[src/design/abt_pkg.sv]
/*
   Shared constants and types for the add and bit-test execution datapath.
   Assumes a 14-bit instruction word, an 8-bit accumulator and a 7-bit
   file-register address, all presented by the decoder in one cycle.
*/
package abt_pkg;

   ////////////////////////////////////////////////////////////////////////////
   // Widths.
   localparam int DATA_W  = 8;
   localparam int ADDR_W  = 7;
   localparam int BIT_W   = 3;
   localparam int INSTR_W = 14;

   ////////////////////////////////////////////////////////////////////////////
   // Instruction field positions.
   localparam int CLS_HI   = 13;
   localparam int CLS_LO   = 12;
   localparam int BOPC_HI  = 11;
   localparam int BOPC_LO  = 8;
   localparam int DEST_POS = 7;
   localparam int FADR_HI  = 6;
   localparam int FADR_LO  = 0;
   localparam int BITOP_HI = 11;
   localparam int BITOP_LO = 10;
   localparam int BITNO_HI = 9;
   localparam int BITNO_LO = 7;
   localparam int LADD_HI  = 11;
   localparam int LADD_LO  = 9;
   localparam int LIT_HI   = 7;
   localparam int LIT_LO   = 0;

   ////////////////////////////////////////////////////////////////////////////
   // Opcode encodings.
   localparam logic [1:0] CLS_BYTE      = 2'h0;
   localparam logic [1:0] CLS_BIT       = 2'h1;
   localparam logic [1:0] CLS_LIT       = 2'h3;
   localparam logic [3:0] OPC_FILE_ADD  = 4'h7;
   localparam logic [3:0] OPC_FILE_AND  = 4'h5;
   localparam logic [3:0] OPC_LIT_AND   = 4'h9;
   localparam logic [2:0] OPC_LIT_ADD   = 3'h7;
   localparam logic [1:0] BOP_ZERO      = 2'h0;
   localparam logic [1:0] BOP_ONE       = 2'h1;
   localparam logic [1:0] BOP_TEST_ZERO = 2'h2;
   localparam logic [1:0] BOP_TEST_ONE  = 2'h3;
   localparam logic       DEST_ACC      = 1'b0;
   localparam logic       DEST_FILE     = 1'b1;

   ////////////////////////////////////////////////////////////////////////////
   // Reset values and timing counts.
   localparam logic [7:0] ACC_RST       = 8'h00;
   localparam logic [1:0] SKIP_CYCLES   = 2'h2;
   localparam logic [1:0] NOP_CNT_LOAD  = SKIP_CYCLES - 2'h1;

   ////////////////////////////////////////////////////////////////////////////
   // Types.
   typedef enum logic [3:0] {
      OP_NONE      = 4'b0000,
      OP_LIT_ADD   = 4'b0001,
      OP_FILE_ADD  = 4'b0010,
      OP_LIT_AND   = 4'b0011,
      OP_FILE_AND  = 4'b0100,
      OP_BIT_ZERO  = 4'b0101,
      OP_BIT_ONE   = 4'b0110,
      OP_TEST_ZERO = 4'b0111,
      OP_TEST_ONE  = 4'b1000
   } abt_op_t;

   typedef enum logic [0:0] {
      ST_EXEC = 1'b0,
      ST_NOP  = 1'b1
   } abt_state_t;

   typedef struct packed {
      logic carry;
      logic half_byte_overflow_flag;
      logic zero;
   } abt_flags_t;

   typedef struct packed {
      logic              en;
      logic [ADDR_W-1:0] addr;
      logic [DATA_W-1:0] data;
   } abt_wr_t;

   localparam abt_flags_t FLAGS_RST = '{carry: 1'b0, half_byte_overflow_flag: 1'b0, zero: 1'b0};
   localparam abt_wr_t    WR_RST    = '{en: 1'b0, addr: 7'h00, data: 8'h00};

endpackage : abt_pkg

[src/design/abt_add8.sv]
/*
   Eight-bit adder with carry out of bit 7 and carry out of bit 3.
   Purely combinational; the caller registers the results.
*/
module abt_add8 (
   input  wire logic [7:0] a,
   input  wire logic [7:0] b,
   output logic      [7:0] sum,
   output logic            carry,
   output logic            half_carry
);

   logic [4:0] lo_sum;
   logic [4:0] hi_sum;

   ////////////////////////////////////////////////////////////////////////////
   // Low and high nibbles are added apart so the bit 3 carry is visible.
   always_comb begin
      lo_sum     = {1'b0, a[3:0]} + {1'b0, b[3:0]};
      hi_sum     = {1'b0, a[7:4]} + {1'b0, b[7:4]} + {4'h0, lo_sum[4]};
      sum        = {hi_sum[3:0], lo_sum[3:0]};
      carry      = hi_sum[4];  // Carry out of bit 7. [RQ13]
      half_carry = lo_sum[4];  // Carry out of bit 3. [RQ13]
   end

endmodule : abt_add8

[src/design/abt_exec.sv]
/*
   Execution datapath for literal and file add, literal and file AND,
   bit clear, bit set and the two bit-test-and-skip operations.
   Assumes the decoder presents one instruction per instruction cycle with
   instr_valid, and that the file-register space outside presents the
   addressed register's latch contents and, for port registers, the pin
   levels in the same cycle. The sequencer uses its no-operation state to
   replace the instruction slot after a taken skip with a no-operation,
   and discard_r marks that slot.
*/
// Behaviour
// RQ1: Literal add: accumulator plus literal into accumulator.
// RQ2: File add: accumulator plus file register, flags updated.
// RQ3: Destination bit 0 accumulator, 1 file register.
// RQ4: Literal AND into accumulator, zero flag only.
// RQ5: File AND to destination, zero flag only.
// RQ6: Bit clear forces chosen bit zero, flags untouched.
// RQ7: Bit set forces chosen bit one, flags untouched.
// RQ8: Test-one-skip skips next instruction when bit one.
// RQ9: Test-zero-skip skips next instruction when bit zero.
// RQ10: Seven-bit file address, three-bit bit position.
// RQ11: Taken skip spends a second no-operation cycle.
// RQ12: Port read-modify-write uses pin levels, not latch.
// RQ13: Carry from bit 7, half from bit 3, zero.
// RQ14: Untaken bit test completes in one cycle.
module abt_exec (
   input  wire logic                       mclk,
   input  wire logic                       rstn,
   input  wire logic                       instr_valid,
   input  wire logic [abt_pkg::INSTR_W-1:0] instr,
   input  wire logic [abt_pkg::DATA_W-1:0]  file_latch_data,
   input  wire logic [abt_pkg::DATA_W-1:0]  file_pin_data,
   input  wire logic                       file_is_port,
   output abt_pkg::abt_flags_t             flags_r,
   output abt_pkg::abt_wr_t                file_wr_r,
   output logic [abt_pkg::DATA_W-1:0]      acc_r,
   output logic                            discard_r,
   output logic                            done_r,
   output logic                            ignored_r
);


   // Sequencer state and skip bookkeeping.
   abt_pkg::abt_state_t                state_r;
   abt_pkg::abt_state_t                state_nxt;
   logic [1:0]                         nop_cnt_r;

   // Decoded operation and fields.
   abt_pkg::abt_op_t                   op;
   logic [1:0]                         cls;
   logic [abt_pkg::ADDR_W-1:0]         faddr;
   logic [abt_pkg::BIT_W-1:0]          bitno;
   logic                               dest;
   logic [abt_pkg::DATA_W-1:0]         literal;
   logic [abt_pkg::DATA_W-1:0]         operand;

   // Adder operand and results.
   logic [abt_pkg::DATA_W-1:0]         add_b;
   logic [abt_pkg::DATA_W-1:0]         add_sum;
   logic                               add_carry;
   logic                               add_half;

   // Result and write-back controls.
   logic [abt_pkg::DATA_W-1:0]         bit_mask;
   logic [abt_pkg::DATA_W-1:0]         result;
   logic                               tested_bit;
   logic                               skip_taken;
   logic                               take;
   logic                               to_acc;
   logic                               to_file;
   logic                               arith;
   logic                               logic_op;

   ////////////////////////////////////////////////////////////////////////////
   // Field extraction.
   // Address and bit number are fixed-width slices of the word.
   assign cls     = instr[abt_pkg::CLS_HI:abt_pkg::CLS_LO];
   assign faddr   = instr[abt_pkg::FADR_HI:abt_pkg::FADR_LO];      // [RQ10]
   assign bitno   = instr[abt_pkg::BITNO_HI:abt_pkg::BITNO_LO];    // [RQ10]
   assign dest    = instr[abt_pkg::DEST_POS];
   assign literal = instr[abt_pkg::LIT_HI:abt_pkg::LIT_LO];

   ////////////////////////////////////////////////////////////////////////////
   // Operation decode.
   // Anything outside the eight handled operations decodes to OP_NONE.
   // Both literal forms share one class.
   always_comb begin
      op = abt_pkg::OP_NONE;
      case (cls)
         abt_pkg::CLS_BYTE: begin
            if (instr[abt_pkg::BOPC_HI:abt_pkg::BOPC_LO] == abt_pkg::OPC_FILE_ADD) begin
               op = abt_pkg::OP_FILE_ADD;
            end else if (instr[abt_pkg::BOPC_HI:abt_pkg::BOPC_LO] == abt_pkg::OPC_FILE_AND) begin
               op = abt_pkg::OP_FILE_AND;
            end
         end
         abt_pkg::CLS_BIT: begin
            case (instr[abt_pkg::BITOP_HI:abt_pkg::BITOP_LO])
               abt_pkg::BOP_ZERO:      op = abt_pkg::OP_BIT_ZERO;
               abt_pkg::BOP_ONE:       op = abt_pkg::OP_BIT_ONE;
               abt_pkg::BOP_TEST_ZERO: op = abt_pkg::OP_TEST_ZERO;
               default:                op = abt_pkg::OP_TEST_ONE;
            endcase
         end
         abt_pkg::CLS_LIT: begin
            if (instr[abt_pkg::LADD_HI:abt_pkg::LADD_LO] == abt_pkg::OPC_LIT_ADD) begin
               op = abt_pkg::OP_LIT_ADD;
            end else if (instr[abt_pkg::BOPC_HI:abt_pkg::BOPC_LO] == abt_pkg::OPC_LIT_AND) begin
               op = abt_pkg::OP_LIT_AND;
            end
         end
         default: begin
            op = abt_pkg::OP_NONE;
         end
      endcase
   end

   ////////////////////////////////////////////////////////////////////////////
   // File operand selection.
   // A port register feeds back its pin levels so that a pin held low
   // outside is written back as zero, not as the latched one.
   assign operand = file_is_port ? file_pin_data : file_latch_data;  // [RQ12]

   ////////////////////////////////////////////////////////////////////////////
   // Shared adder for both add forms.
   // Literal add feeds the immediate.
   assign add_b = (op == abt_pkg::OP_LIT_ADD) ? literal : operand;

   abt_add8 u_add (
      .a          (acc_r),
      .b          (add_b),
      .sum        (add_sum),
      .carry      (add_carry),
      .half_carry (add_half)
   );

   ////////////////////////////////////////////////////////////////////////////
   // Result, destination and skip evaluation.
   // An instruction is taken only in the execute state; the slot after a
   // taken skip is swallowed whatever it holds.
   // Bit tests read the bit writes' operand.
   always_comb begin
      take       = instr_valid && (state_r == abt_pkg::ST_EXEC);
      bit_mask   = 8'h01 << bitno;
      tested_bit = operand[bitno];
      result     = acc_r;
      to_acc     = 1'b0;
      to_file    = 1'b0;
      arith      = 1'b0;
      logic_op   = 1'b0;
      skip_taken = 1'b0;
      case (op)
         abt_pkg::OP_LIT_ADD: begin
            result = add_sum;                                   // [RQ1]
            to_acc = 1'b1;                                      // [RQ1]
            arith  = 1'b1;
         end
         abt_pkg::OP_FILE_ADD: begin
            result  = add_sum;                                  // [RQ2]
            to_acc  = (dest == abt_pkg::DEST_ACC);              // [RQ3]
            to_file = (dest == abt_pkg::DEST_FILE);             // [RQ3]
            arith   = 1'b1;
         end
         abt_pkg::OP_LIT_AND: begin
            result   = acc_r & literal;                         // [RQ4]
            to_acc   = 1'b1;
            logic_op = 1'b1;
         end
         abt_pkg::OP_FILE_AND: begin
            result   = acc_r & operand;                         // [RQ5]
            to_acc   = (dest == abt_pkg::DEST_ACC);             // [RQ3]
            to_file  = (dest == abt_pkg::DEST_FILE);            // [RQ3]
            logic_op = 1'b1;
         end
         abt_pkg::OP_BIT_ZERO: begin
            result  = operand & ~bit_mask;                      // [RQ6]
            to_file = 1'b1;
         end
         abt_pkg::OP_BIT_ONE: begin
            result  = operand | bit_mask;                       // [RQ7]
            to_file = 1'b1;
         end
         abt_pkg::OP_TEST_ONE: begin
            skip_taken = tested_bit;                            // [RQ8]
         end
         abt_pkg::OP_TEST_ZERO: begin
            skip_taken = ~tested_bit;                           // [RQ9]
         end
         default: begin
            result = acc_r;
         end
      endcase
   end

   ////////////////////////////////////////////////////////////////////////////
   // Skip sequencing state.
   // A taken skip moves to the no-operation state; an untaken test stays
   // in execute, so the next instruction runs in the following cycle.
   // The no-operation state lasts one slot.
   always_comb begin
      state_nxt = state_r;
      case (state_r)
         abt_pkg::ST_EXEC: begin
            if (take && skip_taken) begin
               state_nxt = abt_pkg::ST_NOP;                     // [RQ11]
            end else begin
               state_nxt = abt_pkg::ST_EXEC;                    // [RQ14]
            end
         end
         abt_pkg::ST_NOP: begin
            if (nop_cnt_r <= 2'h1) begin
               state_nxt = abt_pkg::ST_EXEC;
            end
         end
         default: begin
            state_nxt = abt_pkg::ST_EXEC;
         end
      endcase
   end

   // State register.
   always_ff @(posedge mclk or negedge rstn) begin
      if (!rstn) begin
         state_r <= abt_pkg::ST_EXEC;
      end else begin
         state_r <= state_nxt;
      end
   end

   // Counts the no-operation cycles left so a taken skip lasts two cycles.
   // Only a taken skip reloads it.
   always_ff @(posedge mclk or negedge rstn) begin
      if (!rstn) begin
         nop_cnt_r <= 2'h0;
      end else if (take && skip_taken) begin
         nop_cnt_r <= abt_pkg::NOP_CNT_LOAD;                    // [RQ8] [RQ9]
      end else if (nop_cnt_r != 2'h0) begin
         nop_cnt_r <= nop_cnt_r - 2'h1;
      end
   end

   // Marks the swallowed slot; high for exactly the cycle after a taken skip.
   always_ff @(posedge mclk or negedge rstn) begin
      if (!rstn) begin
         discard_r <= 1'b0;
      end else begin
         discard_r <= take && skip_taken;                       // [RQ11]
      end
   end

   ////////////////////////////////////////////////////////////////////////////
   // Accumulator.
   // Written only by a taken instruction.
   always_ff @(posedge mclk or negedge rstn) begin
      if (!rstn) begin
         acc_r <= abt_pkg::ACC_RST;
      end else if (take && to_acc) begin
         acc_r <= result;                                       // [RQ1] [RQ3] [RQ4]
      end
   end

   ////////////////////////////////////////////////////////////////////////////
   // Status flags.
   // Adds write all three flags, ANDs only zero, bit operations none.
   // Skips and bit writes leave them alone.
   always_ff @(posedge mclk or negedge rstn) begin
      if (!rstn) begin
         flags_r <= abt_pkg::FLAGS_RST;
      end else if (take && arith) begin
         flags_r.carry                   <= add_carry;          // [RQ13]
         flags_r.half_byte_overflow_flag <= add_half;           // [RQ13]
         flags_r.zero                    <= (result == 8'h00);  // [RQ13]
      end else if (take && logic_op) begin
         flags_r.zero <= (result == 8'h00);                     // [RQ4] [RQ5]
      end
   end

   ////////////////////////////////////////////////////////////////////////////
   // File write port.
   // One-cycle write strobe with the address and data held alongside.
   // Address and data hold between writes.
   always_ff @(posedge mclk or negedge rstn) begin
      if (!rstn) begin
         file_wr_r <= abt_pkg::WR_RST;
      end else begin
         file_wr_r.en <= take && to_file;                       // [RQ3] [RQ6] [RQ7]
         if (take && to_file) begin
            file_wr_r.addr <= faddr;
            file_wr_r.data <= result;
         end
      end
   end

   ////////////////////////////////////////////////////////////////////////////
   // Completion and ignore pulses.
   // done marks a handled instruction; ignored marks one outside this set.
   // A discarded slot raises neither.
   always_ff @(posedge mclk or negedge rstn) begin
      if (!rstn) begin
         done_r    <= 1'b0;
         ignored_r <= 1'b0;
      end else begin
         done_r    <= take && (op != abt_pkg::OP_NONE);
         ignored_r <= take && (op == abt_pkg::OP_NONE);
      end
   end

endmodule : abt_exec

[config.mk]
export PLATFORM = sky130hd
export DESIGN_NAME = abt_exec
export DESIGN_NICKNAME = d
export VERILOG_FILES = /design/src/design/abt_pkg.sv /design/src/design/abt_add8.sv /design/src/design/abt_exec.sv
export SDC_FILE = /design/constraint.sdc
export NUM_CORES = 1
export LEC_CHECK = 0
export ABC_AREA = 1
export BUFFER_PORTS_ARGS = -buffer_cell sky130_fd_sc_hd__buf_4
export CORE_MARGIN = 3
export CORE_UTILIZATION = 50
export CTS_CLUSTER_SIZE = 28
export DETAILED_ROUTE_END_ITERATION = 8
export GPL_TIMING_DRIVEN = 0
export HOLD_SLACK_MARGIN = 0.15
export PLACE_DENSITY = 0.83
export SYNTH_ARGS = -nofsm -noshare
export SYNTH_HDL_FRONTEND = slang
export SYNTH_SLANG_ARGS = --single-unit
[constraint.sdc]
create_clock -name mclk -period 6.83 [get_ports mclk]
set_input_delay 0 -clock mclk [delete_from_list [all_inputs] [get_ports mclk]]
set_output_delay 0 -clock mclk [all_outputs]
set_load 0.03 [all_outputs]
==> metrics.md, run 1 <==
| Metric | Value |
|---|---|
| Outcome | complete, no violations |
| Cells after synthesis | 388 |
| Total CTS buffers | 5 |
| Post-route ant nets | 0 |
| Maximum VDD drop | ~0.00020 V |
| Largest family of logic cells by synthesized area | simple AND/OR/NAND/NOR gates |
| Clock Sinks | 33 |
| Psw | 0.4602 mW |
| Fraction of registers with async set/reset | 1.000 |
| Min-Delay Path Class | input pin to asynchronous set/reset pin |
| RSZ-0062 raised after global routing | false |
| Synth Cell Area | approximately 2700 um2 |
| Final period util | 0.5861 |
| CP endpoint kind | flip-flop |
| Core area | roughly 5200 um2 |
| CTS tree | built |
| Number of global-route vias before repair | 2714 |
| Worst Clk Skew | 0.007461 ns |
| Synthesized-area fraction occupied by and/or/nand/nor cells | 0.3990 |
| Yosys Warn Count | 0 |
| Max-slew violations | 0 |
| Crit-path max cell delay | 0.52 ns |
| Post-synthesis mux area share | 0.01097 |
| FF-to-FF End | flags_r[0]$_DFFE_PN0P_ |
| Pwr dens | 294.6 nW/um2 |
| RR Startpoint | acc_r[0]$_DFFE_PN0P_ |
| Root buffer cell | clkbuf_8 |
| Max cap viols | 0 |
| Lkg Pwr | between 1.5 and 2 nW |
| Synthesis-to-layout area growth | 28.84% |
| Fin nets | 519 |
| Final hold viol count | 0 |
| Type of the worst setup path | input pin to flip-flop |
| Syn Nets | between 400 and 500 |
| Sw frac | 0.4429 |
| Postcts setup bufs | 0 |
| Most common cell after layout, fill and taps aside | nand2_1 |
| Critical path, cell by cell | dlygate4sd3_1 -> buf_4 -> nand2_1 -> inv_1 -> nand2_2 -> inv_2 -> clkbuf_1 -> o21ai_0 -> ha_1 -> fa_1 -> nand2_1 -> nand2_1 -> a21oi_1 -> fa_1 -> inv_1 -> fa_1 -> a32oi_1 -> nand3_1 -> nor2_1 -> nand3_1 -> nor2_1 -> nand2_1 -> nand2_1 |
| Die Y | around 80 um |
| Synth Register Bits | 33 |
| Number of DRC markers in iteration 0 | 190 |
| Non-Filler Instances | 540 |
| Reg2Reg Depth | 15 |
| Sequential element share of the synthesized area | 0.3016 |
| Drt first pass iters | 5 |
| Total number of vias | 2859 |
| Post-Synth XOR/XNOR Area | 0.006399 |
| Maximum clock path buffer count | 2 |
| Final critical-path required period | 4.003 ns |
| Row Count | 26 |
| Clock Latency Late Sink | 0.29 ns |
| Netlist cell types | 41 |
| Routed len/inst | around 15 um |
| Setup TNS | 0 ns |
| Part of the power in combinational logic | 0.506 |
| FMAX | 249.8 MHz |
| Commonest non-fill, non-tap cells in the layout | 107 x nand2_1, 64 x buf_4, 43 x nor2_1 |
| Int Pwr | 0.5789 mW |
| Synth Area per Inst | around 7 um2 |
| Largest net degree at the start of global routing | 34 |
| Post-synth EDFFs | 0 |
| Family of cells with the greatest summed delay on the critical path | adder cells |
| Global-route usage over all layers | 0.2708 |
| GPL Wtd Cong | 0.9453 |
| Initial core utilization | 0.5260 |
| Die area | 6399 um2 |
| CP arrival | approximately 4.2 ns |
| Hpwl dp | about 6400 um |
| First-pass GRT wire length | 13320 um |
| Drt total wl | roughly 8300 um |
| Port-buffer cells | 62 |
| R2r setup slk | 3.61 ns |
| Slew HR | 0.5041 |
| Post-synthesis compound-gate area fraction | 0.1143 |
| Most used DFF post-synth | dfrtp_1 |
| Final setup viols | 0 |
| Clock share of power | 0.186 |
| Sequential group share of total power | 0.307 |
| H-tree levels | 2 |
| Ratio of cells with drive above 1 in the final layout | 0.2383 |
| Vias per cell | between 5 and 6 |
| DRC Markers | 0 |
| Critical Path Fanout Max | 10 |
| CP Data Required Time | 7.06 ns |
| Clock transition at path regs | 0.07 ns |
| Synthesized-area fraction occupied by adder cells | 0.08135 |
| Placed Cells | between 500 and 600 |
| Die width | approximately 80 um |
| GRT overflow | 0 |
| Initial antenna violation count | 0 |
| Io pins | between 60 and 70 |
| Critical Path Slowest Stage Cell | dlygate4sd3_1 |
| Crit start category | input pin |
| CP most frequent cell | nand2_1 |
| # diodes | 0 |
| Hold WS | between 0.15 and 0.2 ns |
| Final Util | 0.6776 |
| Slew of the pin with the lowest slew margin | 0.7360 ns |
| CP bufs+invs | 6 |
-- per-layer routing --
| layer | vias up | wire length [um] | global-route usage |
|---|---|---|---|
| li1 | 1418 | - | - |
| met1 | 1322 | 3586 | 0.3477 |
| met2 | 107 | 4057 | 0.4636 |
| met3 | 12 | 510 | 0.04740 |
| met4 | 0 | 113 | 0.07770 |
| met5 | - | 0 | 0 |
-- worst reg2reg max path: cells and delay by family, from the launching register on --
family                     cells  cell delay, ns
DFF                            1            0.44
adders and majority gates      4            1.33
buffers and inverters          1            0.07
AOI/OAI and AO/OA              2            0.50
and+or+nand+nor                8            0.81
-- repair_timing --
action / in CTS / in global routing
endpoints found under the setup margin: 0 / 0
hold buffers: 12 / 0
gates resized for setup: 0 / 0
endpoints found under the hold margin: 42 / 0
-- cells by family (layout without fill, tap and decap cells) --
logic type	count (synthesis)	in the layout
AOI/OAI and AO/OA	57	57
xor gates and xnor gates	2	2
adders and majority gates	16	16
buffers and inverters	54	136
DFF	33	33
muxes	3	3
and+or+nand+nor	223	223
-- final cells by class --
class,count,area (um2)
clock buffers,7,86.33
plain buffers,7,60.06
flip-flops and latches,33,825.8
clock inverters,1,30.03
fillers,467,1678
multi-input cells,301,1675
repair buffers,74,585.6
inverters,47,176.4
well taps,70,87.58
-- state kept, by name, summed over array words and instances (netlist names) --
name	flops
acc_r	8
file_wr_r	16
state_r	1
discard_r	1
ignored_r	1
nop_cnt_r	2
done_r	1
flags_r	3
-- worst max-delay path by stage --
stage | slack, ns | endpoint | startpoint | depth (start not counted)
2_1_floorplan | 3.70 | flags_r[0]$_DFFE_PN0P_ | instr[9] | 24
3_3_place_gp | 3.08 | flags_r[0]$_DFFE_PN0P_ | instr[9] | 22
3_5_place_dp | 3.01 | flags_r[0]$_DFFE_PN0P_ | instr[9] | 22
4_1_cts | 2.88 | flags_r[0]$_DFFE_PN0P_ | instr[13] | 23
5_1_grt | 2.48 | flags_r[0]$_DFFE_PN0P_ | instr[13] | 23
6_report | 2.83 | flags_r[0]$_DFFE_PN0P_ | instr[13] | 23
-- synthesized netlist by cell type, drive strengths merged (2+ instances only) --
cell type | n | area share
inv | 47 | 0.064
nand3 | 37 | 0.091
nand4 | 6 | 0.014
a31oi | 2 | 0.0046
nor2 | 52 | 0.092
fa | 3 | 0.022
nand2 | 116 | 0.17
o21a | 2 | 0.0055
o21ai | 42 | 0.077
dfrtp | 33 | 0.30
o31ai | 2 | 0.0055
buf | 6 | 0.021
a21oi | 5 | 0.0091
mux2i | 3 | 0.011
ha | 13 | 0.059
nor3 | 2 | 0.0037
or2 | 6 | 0.014
-- through the flow --
stage               cell area [um2]  total power [mW]  setup WS (ns)
floorplan                      2738            0.6492          3.700
global placement               3291            0.8221          3.079
detailed placement             3291            0.8381          3.013
CTS                            3527             1.041          2.878
global route                   3527             1.109          2.480
finish                         3527             1.039          2.827
-- power groups by stage --
stage	Combinational, mW	Clock, mW	Sequential, mW
finish	0.526	0.194	0.319
global route	0.578	0.205	0.326
global placement	0.503	0	0.319
floorplan	0.221	0	0.428
detailed placement	0.517	0	0.321
CTS	0.527	0.195	0.318
(Power assumes the default switching activity.)
==> run 2: changes to the inputs <==
Clock period 6.83 ns to 4.12 ns, I/O delays scaled along.
==> run 2 against run 1 <==
- setup slack got worse by 2.5 ns
- register-to-register slack got worse by 2.7 ns
- worst hold slack got worse by 0.0024 ns
- sequential share of layout area about the same
- utilization decreased by 0.072 points
- combinational power increased by 66%
- via count increased by 0.91%
- critical endpoint unchanged
==> metrics.md, run 2 (synthesis results as in run 1) <==
| Metric | Value |
|---|---|
| Post-Place Worst Slack | 0.3030 ns |
| DRC Markers | 0 |
| RSZ-0062 raised after global routing | false |
| Number of DRC markers in iteration 0 | 185 |
| Clock Latency Late Sink | around 0.30 ns |
| Final Util | 0.6769 |
| Drt total wl | 8307 um |
| Final critical-path required period | ~3.8 ns |
| Outcome | complete, no violations |
| Vias per cell | 5.353 |
| Min-Delay Path Class | input pin to asynchronous set/reset pin |
| FMAX | 266.5 MHz |
| GRT overflow | 0 |
| Total CTS buffers | 5 |
| Max cap viols | 0 |
| Clock transition at path regs | around 0.080 ns |
| # diodes | 0 |
| Slew HR | 0.5087 |
| Number of global-route vias before repair | 2714 |
| Cts repair resizes | 0 |
| CP endpoint kind | flip-flop |
| Die Y | around 80 um |
| R2r setup slk | between 0.8 and 0.9 ns |
| CP Data Required Time | approximately 4.4 ns |
| Io pins | between 60 and 70 |
| Core area | approximately 5200 um2 |
| Largest net degree at the start of global routing | 34 |
| CP arrival | roughly 4.0 ns |
| Row Count | 26 |
| Final hold viol count | 0 |
| Clock Sinks | 33 |
| Ratio of cells with drive above 1 in the final layout | 0.2388 |
| Routed len/inst | 15.41 um |
| Port-buffer cells | between 60 and 70 |
| Final Cell Area | around 3500 um2 |
| Hpwl dp | 6357 um |
| Drt first pass iters | 5 |
| Crit start category | input pin |
| Synthesis-to-layout area growth | 28.70% |
| Regs by FF count | file_wr_r x16, acc_r x8, flags_r x3 |
| Pwr dens | 489.8 nW/um2 |
| Reg2Reg Depth | 15 |
| Largest Register | file_wr_r |
| Final period util | 0.9109 |
| Die area | 6399 um2 |
| Initial antenna violation count | 0 |
| Die width | 80.00 um |
| Largest register FFs | 16 |
| Setup TNS | 0 ns |
| Post-route ant nets | 0 |
| Root buffer cell | clkbuf_8 |
| Fin nets | 518 |
| Final setup viols | 0 |
| Worst Setup Slack, final | 0.3672 ns |
| Placed Cells | 520 |
| Postcts setup bufs | 0 |
| H-tree levels | 2 |
| Maximum clock path buffer count | 2 |
| Critical Path Fanout Max | 13 |
| GPL Wtd Cong | 0.9453 |
| Lkg Pwr | between 1.5 and 2 nW |
| RR Startpoint | acc_r[0]$_DFFE_PN0P_ |
| Initial core utilization | 0.5260 |
| Commonest non-fill, non-tap cells in the layout | 107 x nand2_1, 64 x buf_4, 43 x nor2_1 |
| Non-Filler Instances | roughly 540 |
| Worst Clk Skew | 0.009458 ns |
| Total power | 1.726 mW |
| FF-to-FF End | flags_r[0]$_DFFE_PN0P_ |
| Most common cell after layout, fill and taps aside | nand2_1 |
| First-pass GRT wire length | about 13000 um |
| Type of the worst setup path | input pin to flip-flop |
| Hold WS | ~0.18 ns |
| Slew of the pin with the lowest slew margin | 0.7292 ns |
| CTS tree | built |
| Global-route usage over all layers | 0.2708 |
| Placed cell area | 3291 um2 |
| Total number of vias | 2885 |
| Maximum VDD drop | 0.0003333 V |
| Max-slew violations | 0 |
[run 2: critical path: stages]
cell,delay (ns)
dlygate4sd3_1,0.53
buf_4,0.14
nand2_1,0.07
inv_1,0.05
nand2_2,0.17
inv_2,0.16
nand2_1,0.08
o21ai_0,0.08
ha_1,0.23
fa_1,0.40
nand2_1,0.10
nand2_1,0.06
a21oi_1,0.26
fa_1,0.24
inv_1,0.07
fa_1,0.43
a32oi_1,0.24
nand3_1,0.12
nor2_1,0.23
nand3_1,0.10
nor2_1,0.09
nand2_1,0.06
nand2_1,0.06
[run 2: worst max-delay path by stage]
stage / cells past startpoint / startpoint / end / slack [ns]
3_5_place_dp: 22 / instr[9] / flags_r[0]$_DFFE_PN0P_ / 0.30
5_1_grt: 23 / instr[13] / flags_r[0]$_DFFE_PN0P_ / 0.03
3_3_place_gp: 22 / instr[9] / flags_r[0]$_DFFE_PN0P_ / 0.37
6_report: 23 / instr[13] / flags_r[0]$_DFFE_PN0P_ / 0.37
2_1_floorplan: 24 / instr[9] / flags_r[0]$_DFFE_PN0P_ / 0.99
4_1_cts: 23 / instr[13] / flags_r[0]$_DFFE_PN0P_ / 0.17
[run 2: where the power goes]
group	switching (mW)	internal (mW)	leakage [nW]
combinational	0.543	0.329	1.43
clock	0.126	0.197	0.0585
sequential	0.0966	0.434	0.431
[run 2: area by class of cell]
cell class / instances / area [um2]
repair buffers: 74 / 585.6
well taps: 70 / 87.58
flip-flops and latches: 33 / 825.8
clock inverters: 1 / 30.03
inverters: 47 / 176.4
clock buffers: 7 / 86.33
fillers: 467 / 1682
plain buffers: 6 / 56.30
multi-input cells: 301 / 1675
[run 2: routing by layer]
metal / track usage / share of wire
met1: 0.3477 / 0.44
met2: 0.4636 / 0.49
met3: 0.04740 / 0.047
met4: 0.07770 / 0.014
met5: 0 / 0
[run 2: repair_timing]
action                                 4_1_cts  5_1_grt
endpoints found under the hold margin       42        0
hold buffers                                12        0
setup endpoints to repair                    0        5
==> run 3: changes to the inputs <==
Clock period 4.12 ns to 3.95 ns, I/O delays scaled along.
==> run 3 against run 2 <==
- total power increased by 4.2%
- largest power group unchanged
- critical path depth fell by 1
- sequential power is 4.2% higher
- worst hold slack improved by 0.00058 ns
==> metrics.md, run 3 (synthesis results as in run 1) <==
| Metric | Value |
|---|---|
| Post-route ant nets | 0 |
| Critical Path Fanout Max | 10 |
| Max-slew violations | 0 |
| Slew of the pin with the lowest slew margin | around 0.75 ns |
| Critical Path Slowest Stage Cell | fa_1 |
| Largest register FFs | 16 |
| RR Startpoint | acc_r[0]$_DFFE_PN0P_ |
| Final critical-path required period | between 3 and 4 ns |
| CP bufs+invs | 4 |
| Filler Cell Count | 467 |
| Number of global-route vias before repair | 2712 |
| Root buffer cell | clkbuf_8 |
| Reg2Reg Depth | 15 |
| Final Cell Area | 3527 um2 |
| Initial antenna violation count | 0 |
| Die Y | 80.00 um |
| Drt first pass iters | 4 |
| Max cap viols | 0 |
| Hold Buf Count CTS | 12 |
| Multi-input gate area | between 1500 and 2000 um2 |
| Family of cells with the greatest summed delay on the critical path | adder cells |
| R2r setup slk | 0.75 ns |
| Ratio of cells with drive above 1 in the final layout | 0.2383 |
| Postcts setup bufs | 0 |
| Final hold viol count | 0 |
| FMAX | 280.7 MHz |
| Row Count | 26 |
| Core area | roughly 5200 um2 |
| Largest net degree at the start of global routing | 34 |
| RSZ-0062 raised after global routing | false |
| CTS tree | built |
| Critical path, cell by cell | buf_6 -> nand2_1 -> nor2_1 -> nand2_2 -> inv_2 -> clkbuf_1 -> o21ai_0 -> ha_1 -> fa_1 -> nand2_1 -> nand2_1 -> a21oi_1 -> fa_1 -> inv_1 -> fa_1 -> a32oi_1 -> nand3_1 -> nor2_1 -> nand3_1 -> nor2_1 -> nand2_1 -> nand2_1 |
| CP most frequent cell | nand2_1 |
| Hpwl dp | 6357 um |
| H-tree levels | 2 |
| Drt total wl | 8292 um |
| Lkg Pwr | between 1.5 and 2 nW |
| Commonest non-fill, non-tap cells in the layout | 107 x nand2_1, 64 x buf_4, 43 x nor2_1 |
| Die width | between 70 and 80 um |
| Pwr dens | 509.8 nW/um2 |
| DRC Markers | 0 |
| Outcome | complete, no violations |
| Largest Register | file_wr_r |
| Type of the worst setup path | input pin to flip-flop |
| FF-to-FF End | flags_r[0]$_DFFE_PN0P_ |
| # diodes | 0 |
| Setup TNS | 0 ns |
| Crit start category | input pin |
| Register area | 825.8 um2 |
| Maximum VDD drop | 0.0003455 V |
| Total number of vias | 2847 |
| Fin nets | 519 |
| Number of DRC markers in iteration 0 | about 190 |
| Vias per cell | ~5.3 |
| Crit-path max cell delay | 0.43 ns |
| Initial core utilization | 0.5260 |
| Min-Delay Path Class | input pin to asynchronous set/reset pin |
| Clock transition at path regs | 0.08 ns |
| GRT overflow | 0 |
| Port-buffer cells | 62 |
| Global-route usage over all layers | 0.2710 |
| Regs by FF count | file_wr_r x16, acc_r x8, flags_r x3 |
| Maximum clock path buffer count | 2 |
| Total CTS buffers | 5 |
| Io pins | 64 |
| CP Data Required Time | about 4.2 ns |
| CP arrival | 3.79 ns |
| Clock Sinks | 33 |
| Clock Latency Late Sink | roughly 0.29 ns |
| Most common cell after layout, fill and taps aside | nand2_1 |
| Worst Clk Skew | just over 0.01 ns |
| Slew HR | 0.4978 |
| GPL Wtd Cong | 0.9453 |
| First-pass GRT wire length | 13340 um |
| Placed cell area | 3291 um2 |
| Die area | 6399 um2 |
| Final setup viols | 0 |
| Synthesis-to-layout area growth | 28.84% |
| Cts repair resizes | 0 |
| Routed len/inst | 15.36 um |
| Final period util | 0.9020 |
| CP endpoint kind | flip-flop |
-- run 3: cell count changes in the layout (fill, tap and decap cells not counted) --
cell	before	now
clkbuf_1	1	2
-- run 3: power breakdown --
group / leakage (nW) / switching [mW] / internal [mW]
Combinational: 1.43 / 0.568 / 0.343
Sequential: 0.431 / 0.0998 / 0.452
Clock: 0.0585 / 0.129 / 0.206
Total: 1.92 / 0.797 / 1.00
-- run 3: worst register-to-register path, delay by kind of cell (launching register included) --
| kind | cells | cell delay, ns |
|---|---|---|
| simple gates | 8 | 0.82 |
| buf+inv | 1 | 0.07 |
| flops | 1 | 0.44 |
| fa+ha+maj | 4 | 1.34 |
| compound gates | 2 | 0.48 |
-- run 3: cell type report --
cell class	instances	area share
well taps	70	0.02483
repair buffers	74	0.1660
multi-input cells	301	0.4750
flip-flops and latches	33	0.2341
clock buffers	7	0.02448
plain buffers	7	0.01703
inverters	47	0.05002
clock inverters	1	0.008514
-- run 3: metrics by stage --
stage | instances | util | hold slack, ns | total power, mW | setup WS, ns
final | 540 | 0.6776 | 0.1758 | 1.798 | 0.3870
after global routing | 540 | 0.6776 | 0.2159 | 1.917 | 0.05885
after CTS | 540 | 0.6776 | 0.1918 | 1.799 | 0.4270
after detailed placement | 520 | 0.6322 | -0.03291 | 1.449 | 0.1330
after global placement | 520 | 0.6322 | -0.04352 | 1.422 | 0.1985
after floorplan | 388 | - | -0.2956 | 1.122 | 0.8201
-- run 3: metal layers --
metal,global-route usage,vias to the layer above,part of all wire
met1,0.3484,1316,0.43
li1,-,1420,-
met3,0.04740,12,0.065
met2,0.4636,99,0.49
met4,0.07770,0,0.014
met5,0,-,0
-- run 3: worst max-delay path by stage --
stage | cells after the start | slack, ns | start | endpoint
after floorplan | 24 | 0.82 | instr[9] | flags_r[0]$_DFFE_PN0P_
after global placement | 22 | 0.20 | instr[9] | flags_r[0]$_DFFE_PN0P_
after detailed placement | 22 | 0.13 | instr[9] | flags_r[0]$_DFFE_PN0P_
after CTS | 22 | 0.43 | instr[9] | flags_r[0]$_DFFE_PN0P_
after global routing | 22 | 0.06 | instr[9] | flags_r[0]$_DFFE_PN0P_
final | 22 | 0.39 | instr[9] | flags_r[0]$_DFFE_PN0P_
